===== src/hdl/urml_map.svh =====
`ifndef URML_MAP_SVH
`define URML_MAP_SVH

// ==========================================================================
// register offsets on the three address lines
`define URML_OFS_DATA       3'h0
`define URML_OFS_IER        3'h1
`define URML_OFS_ISR        3'h2
`define URML_OFS_LCR        3'h3
`define URML_OFS_MCR        3'h4
`define URML_OFS_LSR        3'h5
`define URML_OFS_MSR        3'h6
`define URML_OFS_SPR        3'h7

// ==========================================================================
// field positions and page codes
`define URML_LCR_PAGE_BIT   7
`define URML_LCR_BREAK_BIT  6
`define URML_ENH_PAGE       8'hbf
`define URML_MCR_LOOP_BIT   4
`define URML_EFR_ENH_BIT    4
`define URML_EFR_ACTS_BIT   7
`define URML_EFR_ARTS_BIT   6
`define URML_FCR_EN_BIT     0
`define URML_FCR_TXRST_BIT  2
`define URML_ENH_MASK       8'hf0
`define URML_FCR_ENH_MASK   8'h30
`define URML_MCR_ENH_MASK   8'he0

// ==========================================================================
// reset values
`define URML_REG_RESET      8'h00

// ==========================================================================
// interrupt source codes
`define URML_ISR_NONE       4'h1
`define URML_ISR_LINE       4'h6
`define URML_ISR_RXDATA     4'h4
`define URML_ISR_TXEMPTY    4'h2
`define URML_ISR_MODEM      4'h0

// ==========================================================================
// timing counts, in baud ticks
`define URML_TICKS_PER_BIT  4'hf
`define URML_TICKS_HALF     4'h7

`endif


===== src/hdl/urml_pkg.sv =====
package urml_pkg;

  typedef enum logic [1:0] {
    URML_SER_IDLE,
    URML_SER_START,
    URML_SER_DATA,
    URML_SER_STOP
  } urml_ser_state_type;

  typedef logic [7:0] urml_byte_type;
  typedef logic [2:0] urml_addr_type;

endpackage : urml_pkg


===== src/hdl/urml_channel.sv =====
// Notes on behaviour
// - modem_control bit 4 switches internal loopback
// - loopback keeps normal functions running, except automatic RTS/CTS
// - transmit serial output feeds receiver in loopback
// - loopback holds transmit, RTS and DTR pins
// - loopback ignores external modem inputs
// - no automatic RTS/CTS while in loopback
// - own registers, chip select plus three address lines
// - line_control bit 7 low: offset 0 data
// - divisor page: offsets 0,1 divisor bytes
// - offset 2 divisor_fraction needs enhanced enable
// - zero divisor: offset 0 reads revision_code
// - zero divisor: offset 1 reads identification_code
// - bit 7 low: offset 1 interrupt_enable
// - bit 7 low: offset 2 status/fifo control
// - offset 3 always line_control
// - offsets 4,5 modem_control and line_status
// - offsets 6,7 modem_status and scratch
// - 0xbf page: offset 2 enhanced_function
// - 0xbf page: offsets 4-7 resume/pause chars
// - enhanced bits writable only with enable
`timescale 1ns/1ps
`include "urml_map.svh"
`default_nettype none

// ==========================================================================
// transmit buffer
module urml_fifo #(
  parameter int WIDTH = 8,
  parameter int DEPTH = 32
) (
  // clock and reset
  input  wire logic             core_clk,
  input  wire logic             nrst,
  input  wire logic             flush,
  // fill side
  input  wire logic             in_valid,
  output logic                  in_ready,
  input  wire logic [WIDTH-1:0] in_data,
  // drain side
  output logic                  out_valid,
  input  wire logic             out_ready,
  output logic [WIDTH-1:0]      out_data
);
  localparam int AW = $clog2(DEPTH);

  logic [WIDTH-1:0] mem [DEPTH];
  logic [AW-1:0]    wr_ptr_r;
  logic [AW-1:0]    rd_ptr_r;
  logic [AW:0]      count_r;
  logic             push;
  logic             pop;

  assign in_ready  = count_r != (AW+1)'(DEPTH);
  assign out_valid = count_r != '0;
  assign out_data  = mem[rd_ptr_r];
  assign push      = in_valid && in_ready;
  assign pop       = out_valid && out_ready;

  always_ff @(posedge core_clk)
  begin
    if (push)
      mem[wr_ptr_r] <= in_data;
  end

  always_ff @(posedge core_clk or negedge nrst)
  begin
    if (!nrst)
    begin
      wr_ptr_r <= '0;
      rd_ptr_r <= '0;
      count_r  <= '0;
    end
    else if (flush)
    begin
      wr_ptr_r <= '0;
      rd_ptr_r <= '0;
      count_r  <= '0;
    end
    else
    begin
      if (push)
        wr_ptr_r <= (wr_ptr_r == AW'(DEPTH-1)) ? '0 : wr_ptr_r + 1'b1;
      if (pop)
        rd_ptr_r <= (rd_ptr_r == AW'(DEPTH-1)) ? '0 : rd_ptr_r + 1'b1;
      if (push && !pop)
        count_r <= count_r + 1'b1;
      else if (pop && !push)
        count_r <= count_r - 1'b1;
    end
  end
endmodule : urml_fifo

// ==========================================================================
// one serial channel: register map, serial shifters, loopback
module urml_channel #(
  parameter urml_pkg::urml_byte_type REVISION_CODE = 8'h01, // arbitrary
  parameter urml_pkg::urml_byte_type IDENT_CODE    = 8'h5a, // arbitrary
  parameter int                      TX_DEPTH      = 32
) (
  // clock and reset
  input  wire logic                   core_clk,
  input  wire logic                   nrst,
  // host bus pins
  input  wire logic                   channel_a_select_n,
  input  wire urml_pkg::urml_addr_type addr,
  input  wire logic                   rd_n,
  input  wire logic                   wr_n,
  input  wire urml_pkg::urml_byte_type data_in,
  output urml_pkg::urml_byte_type     data_out,
  output logic                        data_oe,
  // serial and modem pins
  input  wire logic                   rx_pin,
  input  wire logic                   cts_n,
  input  wire logic                   dsr_n,
  input  wire logic                   carrier_detect_n,
  input  wire logic                   ring_indicator_n,
  output logic                        tx_pin,
  output logic                        rts_n,
  output logic                        dtr_n
);
  import urml_pkg::*;

  // ========================================================================
  // pin synchronisers
  localparam int SW = 19;
  logic [SW-1:0] sync1_r;
  logic [SW-1:0] sync2_r;

  always_ff @(posedge core_clk or negedge nrst)
  begin
    if (!nrst)
    begin
      sync1_r <= '1;
      sync2_r <= '1;
    end
    else
    begin
      sync1_r <= {rx_pin, cts_n, dsr_n, carrier_detect_n, ring_indicator_n,
                  channel_a_select_n, rd_n, wr_n, addr, data_in};
      sync2_r <= sync1_r;
    end
  end

  logic          rx_s;
  logic          cts_n_s;
  logic          dsr_n_s;
  logic          cd_n_s;
  logic          ri_n_s;
  logic          cs_n_s;
  logic          rd_n_s;
  logic          wr_n_s;
  urml_addr_type addr_s;
  urml_byte_type din_s;
  assign {rx_s, cts_n_s, dsr_n_s, cd_n_s, ri_n_s, cs_n_s, rd_n_s, wr_n_s,
          addr_s, din_s} = sync2_r;

  // ========================================================================
  // strobe edges
  logic rd_prev_r;
  logic wr_prev_r;
  logic rd_edge;
  logic wr_edge;

  always_ff @(posedge core_clk or negedge nrst)
  begin
    if (!nrst)
    begin
      rd_prev_r <= 1'b1;
      wr_prev_r <= 1'b1;
    end
    else
    begin
      rd_prev_r <= rd_n_s;
      wr_prev_r <= wr_n_s;
    end
  end

  // only this channel's select opens the register set
  assign rd_edge = rd_prev_r && !rd_n_s && !cs_n_s;
  assign wr_edge = wr_prev_r && !wr_n_s && !cs_n_s;

  // ========================================================================
  // register storage and page decode
  urml_byte_type lcr_r;
  urml_byte_type mcr_r;
  urml_byte_type ier_r;
  urml_byte_type fcr_r;
  urml_byte_type efr_r;
  urml_byte_type dll_r;
  urml_byte_type dlm_r;
  urml_byte_type dld_r;
  urml_byte_type spr_r;
  urml_byte_type xon1_r;
  urml_byte_type xon2_r;
  urml_byte_type xoff1_r;
  urml_byte_type xoff2_r;
  logic          enh_page;
  logic          div_page;
  logic          enh_on;
  logic          div_zero;
  logic          loop;
  urml_byte_type enh_keep;

  assign enh_page = lcr_r == `URML_ENH_PAGE;
  assign div_page = lcr_r[`URML_LCR_PAGE_BIT] && !enh_page;
  assign enh_on   = efr_r[`URML_EFR_ENH_BIT];
  assign div_zero = (dll_r == 8'h00) && (dlm_r == 8'h00);
  assign loop     = mcr_r[`URML_MCR_LOOP_BIT];
  // gated bits keep their old value while the enable is off
  assign enh_keep = enh_on ? 8'h00 : 8'hff;

  always_ff @(posedge core_clk or negedge nrst)
  begin
    if (!nrst)
    begin
      lcr_r   <= `URML_REG_RESET;
      mcr_r   <= `URML_REG_RESET;
      ier_r   <= `URML_REG_RESET;
      fcr_r   <= `URML_REG_RESET;
      efr_r   <= `URML_REG_RESET;
      dll_r   <= `URML_REG_RESET;
      dlm_r   <= `URML_REG_RESET;
      dld_r   <= `URML_REG_RESET;
      spr_r   <= `URML_REG_RESET;
      xon1_r  <= `URML_REG_RESET;
      xon2_r  <= `URML_REG_RESET;
      xoff1_r <= `URML_REG_RESET;
      xoff2_r <= `URML_REG_RESET;
    end
    else if (wr_edge)
    begin
      unique case (addr_s)
        `URML_OFS_DATA:
          if (div_page)
            dll_r <= din_s;
        `URML_OFS_IER:
          if (div_page)
            dlm_r <= din_s;
          else if (!lcr_r[`URML_LCR_PAGE_BIT])
            ier_r <= (din_s & ~(`URML_ENH_MASK & enh_keep))
                   | (ier_r & `URML_ENH_MASK & enh_keep);
        `URML_OFS_ISR:
          if (enh_page)
            efr_r <= din_s;
          else if (div_page && enh_on)
            dld_r <= din_s;
          else if (!div_page)
            fcr_r <= (din_s & ~(`URML_FCR_ENH_MASK & enh_keep))
                   | (fcr_r & `URML_FCR_ENH_MASK & enh_keep);
        `URML_OFS_LCR:
          lcr_r <= din_s;
        `URML_OFS_MCR:
          if (enh_page)
            xon1_r <= din_s;
          else
            mcr_r <= (din_s & ~(`URML_MCR_ENH_MASK & enh_keep))
                   | (mcr_r & `URML_MCR_ENH_MASK & enh_keep);
        `URML_OFS_LSR:
          if (enh_page)
            xon2_r <= din_s;
        `URML_OFS_MSR:
          if (enh_page)
            xoff1_r <= din_s;
        `URML_OFS_SPR:
          if (enh_page)
            xoff2_r <= din_s;
          else
            spr_r <= din_s;
      endcase
    end
  end

  // ========================================================================
  // baud tick, sixteen per bit
  logic [15:0] divisor;
  logic [15:0] baud_cnt_r;
  logic        tick;

  assign divisor = {dlm_r, dll_r};
  assign tick    = (divisor != 16'h0000) && (baud_cnt_r == 16'h0000);

  always_ff @(posedge core_clk or negedge nrst)
  begin
    if (!nrst)
      baud_cnt_r <= 16'h0000;
    else if (divisor == 16'h0000)
      baud_cnt_r <= 16'h0000;
    else if (baud_cnt_r == 16'h0000)
      baud_cnt_r <= divisor - 16'h0001;
    else
      baud_cnt_r <= baud_cnt_r - 16'h0001;
  end

  // ========================================================================
  // transmit path
  logic               thr_push;
  logic               txf_ready;
  logic               txf_valid;
  urml_byte_type      txf_data;
  logic               tx_take;
  logic               cts_block;
  urml_ser_state_type tx_state_r;
  urml_byte_type      tx_shift_r;
  logic [2:0]         tx_bit_r;
  logic [3:0]         tx_tick_r;
  logic               tx_ser_r;
  logic [2:0]         last_bit;

  assign thr_push = wr_edge && (addr_s == `URML_OFS_DATA)
                  && !lcr_r[`URML_LCR_PAGE_BIT];
  assign last_bit = 3'h4 + {1'b0, lcr_r[1:0]};
  // auto cts holds off the next character, but never in loopback
  assign cts_block = efr_r[`URML_EFR_ACTS_BIT] && cts_n_s && !loop;
  assign tx_take  = (tx_state_r == URML_SER_IDLE) && txf_valid && !cts_block;

  // a write into a full buffer is dropped; line_status bit 5 only shows the buffer empty
  urml_fifo #(
    .WIDTH (8),
    .DEPTH (TX_DEPTH)
  ) u_tx_fifo (
    .core_clk  (core_clk),
    .nrst      (nrst),
    .flush     (wr_edge && (addr_s == `URML_OFS_ISR) && !enh_page
                && !div_page && din_s[`URML_FCR_TXRST_BIT]),
    .in_valid  (thr_push),
    .in_ready  (txf_ready),
    .in_data   (din_s),
    .out_valid (txf_valid),
    .out_ready (tx_take),
    .out_data  (txf_data)
  );

  always_ff @(posedge core_clk or negedge nrst)
  begin
    if (!nrst)
    begin
      tx_state_r <= URML_SER_IDLE;
      tx_shift_r <= 8'h00;
      tx_bit_r   <= 3'h0;
      tx_tick_r  <= 4'h0;
      tx_ser_r   <= 1'b1;
    end
    else if (tx_take)
    begin
      tx_state_r <= URML_SER_START;
      tx_shift_r <= txf_data;
      tx_bit_r   <= 3'h0;
      tx_tick_r  <= 4'h0;
      tx_ser_r   <= 1'b0;
    end
    else if (tick && (tx_state_r != URML_SER_IDLE))
    begin
      tx_tick_r <= tx_tick_r + 4'h1;
      if (tx_tick_r == `URML_TICKS_PER_BIT)
      begin
        unique case (tx_state_r)
          URML_SER_START:
          begin
            tx_state_r <= URML_SER_DATA;
            tx_ser_r   <= tx_shift_r[0];
          end
          URML_SER_DATA:
            if (tx_bit_r == last_bit)
            begin
              tx_state_r <= URML_SER_STOP;
              tx_ser_r   <= 1'b1;
            end
            else
            begin
              tx_bit_r   <= tx_bit_r + 3'h1;
              tx_shift_r <= {1'b0, tx_shift_r[7:1]};
              tx_ser_r   <= tx_shift_r[1];
            end
          URML_SER_STOP:
            tx_state_r <= URML_SER_IDLE;
          URML_SER_IDLE:
            tx_state_r <= URML_SER_IDLE;
        endcase
      end
    end
  end

  // ========================================================================
  // receive path
  logic               rx_src;
  urml_ser_state_type rx_state_r;
  urml_byte_type      rx_shift_r;
  logic [2:0]         rx_bit_r;
  logic [3:0]         rx_tick_r;
  urml_byte_type      rhr_r;
  logic               rx_ready_r;
  logic               overrun_r;
  logic               frame_err_r;
  logic               break_r;
  logic               rx_done;
  logic               rhr_pop;
  logic               lsr_rd;

  // loopback feeds the receiver from the transmit shifter, not the pin
  assign rx_src  = loop ? tx_ser_r : rx_s;
  assign rx_done = tick && (rx_state_r == URML_SER_STOP)
                 && (rx_tick_r == `URML_TICKS_PER_BIT);
  assign rhr_pop = rd_edge && (addr_s == `URML_OFS_DATA)
                 && !lcr_r[`URML_LCR_PAGE_BIT];
  assign lsr_rd  = rd_edge && (addr_s == `URML_OFS_LSR) && !enh_page;

  always_ff @(posedge core_clk or negedge nrst)
  begin
    if (!nrst)
    begin
      rx_state_r <= URML_SER_IDLE;
      rx_shift_r <= 8'h00;
      rx_bit_r   <= 3'h0;
      rx_tick_r  <= 4'h0;
    end
    else if (tick)
    begin
      rx_tick_r <= rx_tick_r + 4'h1;
      unique case (rx_state_r)
        URML_SER_IDLE:
          if (!rx_src)
          begin
            rx_state_r <= URML_SER_START;
            rx_tick_r  <= 4'h0;
          end
        URML_SER_START:
          if (rx_tick_r == `URML_TICKS_HALF)
          begin
            rx_tick_r  <= 4'h0;
            rx_bit_r   <= 3'h0;
            rx_shift_r <= 8'h00;
            rx_state_r <= rx_src ? URML_SER_IDLE : URML_SER_DATA;
          end
        URML_SER_DATA:
          if (rx_tick_r == `URML_TICKS_PER_BIT)
          begin
            rx_shift_r <= rx_shift_r | (urml_byte_type'(rx_src) << rx_bit_r);
            rx_bit_r   <= rx_bit_r + 3'h1;
            if (rx_bit_r == last_bit)
              rx_state_r <= URML_SER_STOP;
          end
        URML_SER_STOP:
          if (rx_tick_r == `URML_TICKS_PER_BIT)
            rx_state_r <= URML_SER_IDLE;
      endcase
    end
  end

  // a new character or error wins over a clearing read in the same cycle
  always_ff @(posedge core_clk or negedge nrst)
  begin
    if (!nrst)
    begin
      rhr_r       <= 8'h00;
      rx_ready_r  <= 1'b0;
      overrun_r   <= 1'b0;
      frame_err_r <= 1'b0;
      break_r     <= 1'b0;
    end
    else if (rx_done)
    begin
      rhr_r       <= rx_shift_r;
      rx_ready_r  <= 1'b1;
      overrun_r   <= rx_ready_r && !rhr_pop ? 1'b1 : overrun_r && !lsr_rd;
      frame_err_r <= !rx_src;
      break_r     <= !rx_src && (rx_shift_r == 8'h00);
    end
    else
    begin
      if (rhr_pop)
        rx_ready_r <= 1'b0;
      if (lsr_rd)
      begin
        overrun_r   <= 1'b0;
        frame_err_r <= 1'b0;
        break_r     <= 1'b0;
      end
    end
  end

  // ========================================================================
  // modem inputs, seen active high
  logic [3:0] modem_in;
  logic [3:0] modem_prev_r;
  logic [3:0] delta_r;
  logic       msr_rd;

  // loopback swaps the pins for the modem_control outputs
  assign modem_in = loop ? mcr_r[3:0]
                         : {~cd_n_s, ~ri_n_s, ~dsr_n_s, ~cts_n_s};
  assign msr_rd   = rd_edge && (addr_s == `URML_OFS_MSR) && !enh_page;

  always_ff @(posedge core_clk or negedge nrst)
  begin
    if (!nrst)
    begin
      modem_prev_r <= 4'h0;
      delta_r      <= 4'h0;
    end
    else
    begin
      modem_prev_r <= modem_in;
      delta_r      <= (msr_rd ? 4'h0 : delta_r)
                    | ((modem_in ^ modem_prev_r)
                       & {2'b11, 1'b1, 1'b1}
                       & ~{1'b0, modem_in[2], 2'b00});
    end
  end

  // ========================================================================
  // read mux
  logic          tx_idle;
  logic [3:0]    isr_code;
  urml_byte_type lsr_val;
  urml_byte_type msr_val;
  urml_byte_type rd_val;

  assign tx_idle = !txf_valid && (tx_state_r == URML_SER_IDLE);
  assign lsr_val = {overrun_r | frame_err_r | break_r, tx_idle, !txf_valid,
                    break_r, frame_err_r, 1'b0, overrun_r, rx_ready_r};
  assign msr_val = {modem_in[3], modem_in[2], modem_in[1], modem_in[0],
                    delta_r[3], delta_r[2], delta_r[1], delta_r[0]};

  always_comb
  begin
    if (ier_r[2] && (overrun_r || frame_err_r || break_r))
      isr_code = `URML_ISR_LINE;
    else if (ier_r[0] && rx_ready_r)
      isr_code = `URML_ISR_RXDATA;
    else if (ier_r[1] && !txf_valid)
      isr_code = `URML_ISR_TXEMPTY;
    else if (ier_r[3] && (delta_r != 4'h0))
      isr_code = `URML_ISR_MODEM;
    else
      isr_code = `URML_ISR_NONE;
  end

  always_comb
  begin
    rd_val = 8'h00;
    unique case (addr_s)
      `URML_OFS_DATA:
        if (!lcr_r[`URML_LCR_PAGE_BIT])
          rd_val = rhr_r;
        else if (div_page)
          rd_val = div_zero ? REVISION_CODE : dll_r;
      `URML_OFS_IER:
        if (!lcr_r[`URML_LCR_PAGE_BIT])
          rd_val = ier_r & ~(`URML_ENH_MASK & enh_keep);
        else if (div_page)
          rd_val = div_zero ? IDENT_CODE : dlm_r;
      `URML_OFS_ISR:
        if (enh_page)
          rd_val = efr_r;
        else if (div_page && enh_on)
          rd_val = dld_r;
        else
          rd_val = {{2{fcr_r[`URML_FCR_EN_BIT]}}, 2'b00, isr_code};
      `URML_OFS_LCR:
        rd_val = lcr_r;
      `URML_OFS_MCR:
        rd_val = enh_page ? xon1_r
               : mcr_r & ~(`URML_MCR_ENH_MASK & enh_keep);
      `URML_OFS_LSR:
        rd_val = enh_page ? xon2_r : lsr_val;
      `URML_OFS_MSR:
        rd_val = enh_page ? xoff1_r : msr_val;
      `URML_OFS_SPR:
        rd_val = enh_page ? xoff2_r : spr_r;
    endcase
  end

  // ========================================================================
  // output pins, all registered
  always_ff @(posedge core_clk or negedge nrst)
  begin
    if (!nrst)
    begin
      data_out <= 8'h00;
      data_oe  <= 1'b0;
    end
    else
    begin
      data_oe <= !rd_n_s && !cs_n_s;
      if (rd_edge)
        data_out <= rd_val;
    end
  end

  // loopback parks the pins idle; the shifters keep running inside
  always_ff @(posedge core_clk or negedge nrst)
  begin
    if (!nrst)
    begin
      tx_pin <= 1'b1;
      rts_n  <= 1'b1;
      dtr_n  <= 1'b1;
    end
    else
    begin
      tx_pin <= loop ? 1'b1
              : tx_ser_r && !lcr_r[`URML_LCR_BREAK_BIT];
      rts_n  <= loop ? 1'b1
              : efr_r[`URML_EFR_ARTS_BIT] ? rx_ready_r
              : !mcr_r[1];
      dtr_n  <= loop ? 1'b1 : !mcr_r[0];
    end
  end

endmodule : urml_channel
`default_nettype wire


===== config.mk =====
export PLATFORM = sky130hd
export DESIGN_NAME = urml_channel
export DESIGN_NICKNAME = d
export VERILOG_FILES = /design/src/hdl/urml_pkg.sv /design/src/hdl/urml_channel.sv
export VERILOG_INCLUDE_DIRS = /design/src /design/src/hdl
export SDC_FILE = /design/constraint.sdc
export NUM_CORES = 1
export LEC_CHECK = 0
export BUFFER_PORTS_ARGS = -buffer_cell sky130_fd_sc_hd__buf_2
export CAP_MARGIN = 20
export CORE_UTILIZATION = 48
export DETAILED_ROUTE_END_ITERATION = 10
export SLEW_MARGIN = 15
export SYNTH_ARGS = -nofsm -noshare
export SYNTH_HDL_FRONTEND = slang
export SYNTH_SLANG_ARGS = --single-unit

===== constraint.sdc =====
create_clock -name core_clk -period 4.26 [get_ports core_clk]
set_clock_uncertainty 0.2 [all_clocks]
set_input_delay 0.426 -clock core_clk [delete_from_list [all_inputs] [get_ports core_clk]]
set_output_delay 0.426 -clock core_clk [all_outputs]
set_load 0.05 [all_outputs]

==> results of run 1 <==
power breakdown:
group	total (W)	switching, W	internal (W)
combinational	0.00260	0.00142	0.00118
clock	0.00438	0.00179	0.00258
sequential	0.00577	0.000457	0.00531
total	0.0127	0.00366	0.00907
flip-flops by register name (all words and copies together) (netlist names), 16 cells and up, named ones only:
register       flops
baud_cnt_r        16
u_tx_fifo.mem    256
sync2_r           19
sync1_r           19
cell usage after synthesis (4+ instances only):
cell type	n	area (um2)
a21o_1	4	30.0
a21oi_1	60	300
a221o_1	4	40.0
a221oi_1	10	87.6
a22oi_1	33	248
a31oi_1	9	56.3
a41oi_1	5	43.8
and2_1	10	62.6
and3_1	8	50.1
buf_1	12	45.0
buf_2	4	20.0
clkbuf_1	55	206
dfrtp_1	192	4800
dfstp_2	44	1160
edfxtp_1	256	7690
ha_1	21	263
inv_1	19	71.3
mux2_2	105	1180
mux2_4	4	60.1
mux2i_1	24	240
mux4_2	72	1620
nand2_1	92	345
nand2b_1	10	62.6
nand3_1	31	155
nand3b_1	4	30.0
nand4_1	6	37.5
nor2_1	110	413
nor2b_1	9	56.3
nor3_1	19	95.1
nor4_1	13	81.3
nor4b_1	8	70.1
o211ai_1	6	45.0
o21a_1	9	67.6
o21ai_0	34	170
o22ai_1	11	68.8
o31ai_1	4	30.0
or3_1	10	62.6
or4_1	5	37.5
xnor2_1	16	140
xor2_1	10	87.6
routing by layer:
metal  up-vias  track usage, %  part of all wire [%]
li1       5547               -                     -
met1      6375            33.5                    45
met2       406            34.4                    47
met3        85            3.26                   6.1
met4         0            7.35                   2.6
met5         -               0                     0
final timing paths:
| check | from | endpoint | slack (ns) | depth (start not counted) |
|---|---|---|---|---|
| setup reg to reg | u_tx_fifo.count_r[1] | u_tx_fifo.count_r[5] | 0.29 | 14 |
| setup / recovery | u_tx_fifo.count_r[1] | u_tx_fifo.count_r[5] | 0.29 | 14 |
| min in group asynchronous | nrst | xon1_r[1] | 0.25 | 2 |
| hold reg to reg | sync1_r[13] | sync2_r[13] | 0.15 | 0 |
| max in group asynchronous | nrst | asynchronous set/reset pin | 2.58 | 3 |
| hold / removal | sync1_r[13] | sync2_r[13] | 0.15 | 0 |
final cells by class:
type | instances | area [um2] | area share, %
well taps | 577 | 722 | 3.05
repair buffers | 96 | 726 | 3.07
flip-flops and latches | 492 | 13700 | 57.7
inverters | 20 | 75.1 | 0.317
clock inverters | 14 | 185 | 0.783
multi-input cells | 825 | 6830 | 28.9
clock buffers | 80 | 1460 | 6.15
metrics by stage:
stage | hold WS (ns) | worst slack, ns
after floorplan | -0.0696 | 0.492
after global placement | 0.145 | 0.434
after detailed placement | 0.147 | 0.365
after CTS | 0.148 | 0.356
after global routing | 0.153 | 0.0379
final | 0.149 | 0.288
cells by family (layout without fill, tap and decap cells):
logic type	Yosys count	count (layout)	share of synthesized area (%)
xor+xnor	26	26	1.09
buf+inv	94	210	1.82
fa+ha+maj	22	22	1.36
mux	205	205	14.9
compound gates	215	215	6.80
simple gates	357	357	8.58
flops	492	492	65.5
==> impl_metrics.json, run 1 <==
{
  "core-area_um2": 42400,
  "grt_pass1_vias": 12700,
  "crit_fanout": 15,
  "nets": 1528,
  "cp-end-kind": "flop",
  "port_buffers": 32,
  "synth_edf_count": 256,
  "p_leak_nw": 9.08,
  "crit_family": "simple AND/OR/NAND/NOR gates",
  "tritoncts": "yes",
  "clk_latency_ns": 0.60,
  "num-fill-cells": 3461,
  "areaGrowthSynthToFinish_pct": 13.4,
  "ant_nets": 0,
  "grt_pass1_wl_um": 74900,
  "setup-tns-final_ns": 0,
  "synthFlopType": "edfxtp_1",
  "dp_cells": 1990,
  "hold_buffers": 20,
  "drt_pass1_iterations": 5,
  "antenna_found_initial": 0,
  "fp.dieW_um": 210,
  "max-vdd-ir-drop_mv": 0.365,
  "critPathBufInv": 3,
  "netlist_area_um2": 20900,
  "ys_async_sr_fraction_pct": 48.0,
  "fmax_mhz": 252,
  "power_w": 0.0127,
  "fin_cells": 2104,
  "gp_congestion": 0.890,
  "dpl_cell_area_um2": 21800,
  "io-pin-count": 33,
  "cts.sinks": 492,
  "ys_seq_elements": 492,
  "cts_root_buf": "clkbuf_16",
  "yosysSeqAreaShare_pct": 65.5,
  "layout_common_cells": "edfxtp_1, dfrtp_1, nor2_1",
  "max_slew_margin_pct": 30.1,
  "htreeDepth": 2,
  "drt-initial-drc-count": 918,
  "antenna_cells": 0,
  "clk_pin_slew_worst_paths_ns": 0.06,
  "drive_above_1_share_pct": 25.5,
  "fp.dieH_um": 210,
  "cts_setup_buffers": 0,
  "post_drt_wl_per_cell_um": 22.8,
  "syn-num-nets": 1454,
  "via_per_inst": 5.90,
  "finalHoldViolCount": 0,
  "tightest_slew_ns": 1.05,
  "ys_types": 72,
  "vias": 12400,
  "final_area_um2": 23700,
  "hold_path_class": "flop to flop",
  "drc": 0,
  "grt_overflow": 0,
  "cap_violations": 0,
  "min_period_ns": 3.97,
  "critPathLaunchType": "flop",
  "post-route-period-util_pct": 93.2,
  "clockBufferDepth": 3,
  "post_cts_resized": 0,
  "path_cells": "or3_1 > nor4_1 > buf_4 > and3b_1 > clkinv_1 > ha_1 > inv_1 > ha_1 > nor4_1 > a41o_1 > a31oi_1 > o311ai_0 > xnor2_1 > nor2_1",
  "syn_area_per_cell_um2": 14.8,
  "die_area_um2": 44300,
  "rows": 75,
  "arrival_ns": 4.22,
  "numCtsBuffers": 50,
  "routed_wl_um": 48000,
  "grt_max_degree": 116,
  "critPathSlowestCell": "dfrtp_1",
  "grtUsageTotal_pct": 22.5,
  "powerDensity_nw_per_um2": 539,
  "max_stage_delay_ns": 0.41,
  "slew_viol_final": 0,
  "utilization_pct": 55.8,
  "syn_inst": 1411,
  "rsz0062_at_grt": "false",
  "hpwlAfterDp_um": 30000,
  "start_util_pct": 49.2,
  "crit_required_ns": 4.51,
  "final_common_cell": "edfxtp_1",
  "setup_violations": 0,
  "ys_warn_count": 0,
  "status": "complete, no violations",
  "critPathKind": "flop to flop"
}
Note: power is estimated with default switching activity, not from simulation.
==> run 2, diff against run 1 <==
==> constraint.sdc (replaced) <==
create_clock -name core_clk -period 4.26 [get_ports core_clk]
set_clock_uncertainty 0.2 [all_clocks]
set_input_delay 0.852 -clock core_clk [delete_from_list [all_inputs] [get_ports core_clk]]
set_output_delay 0.852 -clock core_clk [all_outputs]
set_load 0.05 [all_outputs]
==> impl_metrics.json, run 2 (same netlist as run 1, synthesis figures left out) <==
{
  "via_per_inst": 5.89,
  "seqPwrFrac_pct": 44.2,
  "max-vdd-ir-drop_mv": 0.322,
  "port_buffers": 32,
  "post_drt_wl_per_cell_um": 23.0,
  "clockPowerShare_pct": 36.0,
  "tritoncts": "yes",
  "nets": 1498,
  "p_comb_share_pct": 19.8,
  "setup-tns-final_ns": 0,
  "clockBufferDepth": 3,
  "min_period_ns": 3.92,
  "clk_pin_slew_worst_paths_ns": 0.06,
  "crit_fanout": 15,
  "reg2reg_from": "u_tx_fifo.count_r[1]",
  "violations": "hold timing",
  "rows": 75,
  "drc": 0,
  "cts_root_buf": "clkbuf_16",
  "largest_reg_flops": 256,
  "grt_overflow": 0,
  "htreeDepth": 2,
  "drive_above_1_share_pct": 26.3,
  "critPathBufInv": 3,
  "r2r_end": "u_tx_fifo.count_r[5]",
  "r2r_cells": 14,
  "reg_top3": "u_tx_fifo.mem x256, sync1_r x19, sync2_r x19",
  "cap_violations": 0,
  "drt-initial-drc-count": 1041,
  "critPathLaunchType": "flop",
  "cts.sinks": 492,
  "rrSetupSlack_ns": 0.34,
  "post_cts_resized": 0,
  "grt_max_degree": 95,
  "final_common_cell": "edfxtp_1",
  "grt_pass1_vias": 12400,
  "slew_viol_final": 0,
  "switching_share_pct": 28.4,
  "io-pin-count": 33,
  "hold_buffers": 0,
  "die_area_um2": 44300,
  "setup_violations": 0,
  "cp-end-kind": "flop",
  "start_util_pct": 49.2,
  "gp_congestion": 0.876,
  "crit_family": "simple AND/OR/NAND/NOR gates",
  "arrival_ns": 4.18,
  "cts_setup_buffers": 0,
  "finalHoldViolCount": 5,
  "tightest_slew_ns": 1.04,
  "fmax_mhz": 255,
  "routed_wl_um": 47800,
  "layout_common_cells": "edfxtp_1, dfrtp_1, nor2_1",
  "areaGrowthSynthToFinish_pct": 13.0,
  "vias": 12200,
  "core-area_um2": 42400,
  "max_stage_delay_ns": 0.42,
  "hold_slack_ns": -0.00603,
  "switchingPower_w": 0.00371,
  "top_register": "u_tx_fifo.mem",
  "fp.dieH_um": 210,
  "grt_pass1_wl_um": 74600,
  "hpwlAfterDp_um": 29600,
  "post-route-period-util_pct": 92.1,
  "crit_required_ns": 4.52,
  "fp.dieW_um": 210,
  "p_int_w": 0.00933,
  "drt_pass1_iterations": 5,
  "clk_latency_ns": 0.60,
  "critPathSlowestCell": "dfrtp_1",
  "hold_path_class": "primary input to asynchronous set/reset pin",
  "antenna_cells": 0,
  "numCtsBuffers": 51,
  "powerDensity_nw_per_um2": 554,
  "max_slew_margin_pct": 30.6,
  "grtUsageTotal_pct": 22.4,
  "ant_nets": 0,
  "status": "complete, but fails checks",
  "path_cells": "or3_1 > nor4_1 > buf_4 > and3b_1 > clkinv_1 > ha_1 > inv_1 > ha_1 > nor4_1 > a41o_1 > a31oi_1 > o311ai_0 > xnor2_1 > nor2_1",
  "p_leak_nw": 9.05,
  "num-fill-cells": 3452,
  "antenna_found_initial": 0,
  "critPathKind": "flop to flop",
  "rsz0062_at_grt": "false"
}
-- run 2: worst register-to-register path: stages (launching register included) --
cell and delay [ns]:
dfrtp_1 0.42, or3_1 0.42, nor4_1 0.24, buf_4 0.21, and3b_1 0.37, clkinv_1 0.18, ha_1 0.32, inv_1 0.16
ha_1 0.39, nor4_1 0.08, a41o_1 0.21, a31oi_1 0.17, o311ai_0 0.20, xnor2_1 0.18, nor2_1 0.05
-- run 2: per-layer routing --
layer | part of all wire [%] | track usage, % | wire length, um | vias up
met2 | 46 | 33.4 | 21900 | 426
met5 | 0 | 0 | 0 | -
met4 | 2.4 | 7.45 | 1140 | 0
met1 | 45 | 33.8 | 21400 | 6230
met3 | 6.9 | 3.44 | 3300 | 80
li1 | - | - | - | 5477
-- run 2: worst max-delay path by stage --
stage / to / cells after the start / slack [ns] / start
3_5_place_dp: u_tx_fifo.count_r[5] / 14 / 0.39 / u_tx_fifo.count_r[1]
5_1_grt: u_tx_fifo.count_r[5] / 14 / 0.1 / u_tx_fifo.count_r[1]
6_report: u_tx_fifo.count_r[5] / 14 / 0.34 / u_tx_fifo.count_r[1]
3_3_place_gp: u_tx_fifo.count_r[5] / 14 / 0.46 / u_tx_fifo.count_r[1]
4_1_cts: u_tx_fifo.count_r[5] / 14 / 0.37 / u_tx_fifo.count_r[1]
2_1_floorplan: u_tx_fifo.count_r[5] / 15 / 0.49 / u_tx_fifo.count_r[1]
-- run 2: layout make-up --
class                   count  area (um2)  area share (%)
multi-input cells         825        6830            29.0
repair buffers             65         455            1.93
clock inverters            21         221           0.940
well taps                 577         722            3.06
flip-flops and latches    492       13700            58.0
clock buffers              75        1600            6.81
inverters                  20        75.1           0.319
-- run 2: power by group through the flow --
stage,Sequential (W),Clock [W],Combinational [W]
2_1_floorplan,0.00567,0,0.00195
3_3_place_gp,0.00585,0,0.00256
3_5_place_dp,0.00586,0,0.00259
4_1_cts,0.00577,0.00481,0.00260
5_1_grt,0.00582,0.00499,0.00282
6_report,0.00576,0.00470,0.00258
-- run 2: metrics by stage --
step	std cells	total power, W	cell area (um2)	setup slack (ns)	utilization (%)
floorplan	1411	0.00762	20900	0.492	-
global placement	1979	0.00841	21700	0.455	51.2
detailed placement	1979	0.00845	21700	0.391	51.2
CTS	2075	0.0132	23600	0.370	55.5
global route	2075	0.0136	23600	0.0950	55.5
finish	2075	0.0130	23600	0.336	55.5
==> run 3, diff against run 2 <==
REMOVE_ABC_BUFFERS = 1   (was not set)
==> impl_metrics.json, run 3 (same netlist as run 1, synthesis figures left out) <==
{
  "gp_congestion": 0.842,
  "io-pin-count": 33,
  "die_area_um2": 44300,
  "drive_above_1_share_pct": 25.7,
  "antenna_cells": 0,
  "port_buffers": 32,
  "fp.dieH_um": 210,
  "crit_required_ns": 4.49,
  "final_common_cell": "edfxtp_1",
  "critPathLaunchType": "flop",
  "grt_pass1_wl_um": 74600,
  "hpwlAfterDp_um": 29700,
  "max-vdd-ir-drop_mv": 0.320,
  "rows": 75,
  "seqPwrFrac_pct": 44.6,
  "critPathSlowestCell": "o311ai_0",
  "vias": 12200,
  "min_period_ns": 3.84,
  "clk_latency_ns": 0.58,
  "status": "complete, no violations",
  "switchingPower_w": 0.00376,
  "powerDensity_nw_per_um2": 550,
  "drt_pass1_iterations": 5,
  "finalHoldViolCount": 0,
  "switching_share_pct": 29.2,
  "cts_root_buf": "clkbuf_16",
  "htreeDepth": 2,
  "grt_max_degree": 147,
  "tritoncts": "yes",
  "post-route-period-util_pct": 90.1,
  "grtUsageTotal_pct": 22.3,
  "setup_violations": 0,
  "cts_setup_buffers": 0,
  "ant_nets": 0,
  "max_stage_delay_ns": 0.60,
  "grt_pass1_vias": 12300,
  "fp.dieW_um": 210,
  "post_drt_wl_per_cell_um": 22.9,
  "path_cells": "or3b_2 > a211o_1 > inv_1 > ha_1 > inv_1 > ha_1 > a21o_1 > a21oi_1 > o311ai_0 > xnor2_1 > nor2_1",
  "arrival_ns": 4.07,
  "clockBufferDepth": 3,
  "core-area_um2": 42400,
  "crit_family": "compound AO/OA/AOI/OAI gates",
  "p_int_w": 0.00912,
  "p_leak_nw": 8.97,
  "areaGrowthSynthToFinish_pct": 12.4,
  "setup-tns-final_ns": 0,
  "postLayoutSetupSlackWorst_ns": 0.420,
  "hold_path_class": "flop to flop",
  "start_util_pct": 49.2,
  "dp_slack_ns": 0.569,
  "reg_top3": "u_tx_fifo.mem x256, sync1_r x19, sync2_r x19",
  "tightest_slew_ns": 1.04,
  "cap_violations": 0,
  "layout_common_cells": "edfxtp_1, dfrtp_1, nor2_1",
  "nets": 1499,
  "crit_fanout": 9,
  "rsz0062_at_grt": "false",
  "p_comb_share_pct": 20.6,
  "top_register": "u_tx_fifo.mem",
  "critPathBufInv": 2,
  "antenna_found_initial": 0,
  "grt_overflow": 0,
  "cts.sinks": 492,
  "cp-end-kind": "flop",
  "max_slew_margin_pct": 30.5,
  "clockPowerShare_pct": 34.8,
  "via_per_inst": 5.86,
  "routed_wl_um": 47500,
  "critPathKind": "flop to flop",
  "largest_reg_flops": 256,
  "numCtsBuffers": 51,
  "drc": 0,
  "clk_pin_slew_worst_paths_ns": 0.07,
  "drt-initial-drc-count": 940,
  "fmax_mhz": 260,
  "slew_viol_final": 0
}
==> run 3: cell count changes in the layout (fill, tap and decap cells not counted), moves of 3 or more <==
cell       change
clkbuf_1       +5
clkinv_2       -4
clkbuf_8       -6
clkbuf_16      -5
clkinv_1       +3
==> run 3: final cells by class <==
class,instances,area (um2)
Clock inverter,24,256
Multi-Input combinational cell,825,6830
Timing Repair Buffer,66,469
Inverter,20,75.1
Tap cell,577,722
Clock buffer,70,1420
Fill cell,3475,19000
Sequential cell,492,13700
==> run 3: path summary, 6_finish.rpt <==
kind	startpoint	endpoint	slack [ns]	cells after the start
max reg2reg	wr_prev_r	u_tx_fifo.count_r[5]	0.42	11
min in group asynchronous	nrst	rx_tick_r[0]	0.44	2
min	sync1_r[12]	sync2_r[12]	0.15	0
max in group asynchronous	nrst	xoff1_r[3]	2.47	3
min reg2reg	sync1_r[12]	sync2_r[12]	0.15	0
max	wr_prev_r	u_tx_fifo.count_r[5]	0.42	11
==> run 3: through the flow <==
step	power (W)	hold WS, ns	util [%]	instance area, um2	std cells
3_5_place_dp	0.00851	0.147	51.3	21700	1979
6_report	0.0129	0.154	55.2	23400	2074
5_1_grt	0.0134	0.135	55.2	23400	2074
4_1_cts	0.0130	0.132	55.2	23400	2074
2_1_floorplan	0.00761	0.145	-	20500	1337
3_3_place_gp	0.00846	0.146	51.2	21700	1978
==> run 3: repair_timing <==
| action | CTS | global route |
|---|---|---|
| resized for setup | 0 | 0 |
| endpoints found under the setup margin | 0 | 0 |
| endpoints found under the hold margin | 2 | 0 |
| hold buffers | 1 | 0 |
==> run 3: power groups by stage <==
stage / Clock, W / Sequential [W] / Combinational (W)
floorplan: 0 / 0.00589 / 0.00173
global placement: 0 / 0.00583 / 0.00263
detailed placement: 0 / 0.00584 / 0.00267
CTS: 0.00456 / 0.00575 / 0.00268
global route: 0.00474 / 0.00580 / 0.00290
finish: 0.00448 / 0.00575 / 0.00265
==> run 3: metal layers <==
metal	track usage, %	part of all wire (%)
met2	36.1	48
met3	3.11	4.2
met4	6.67	2.6
met5	0	0
met1	31.5	45
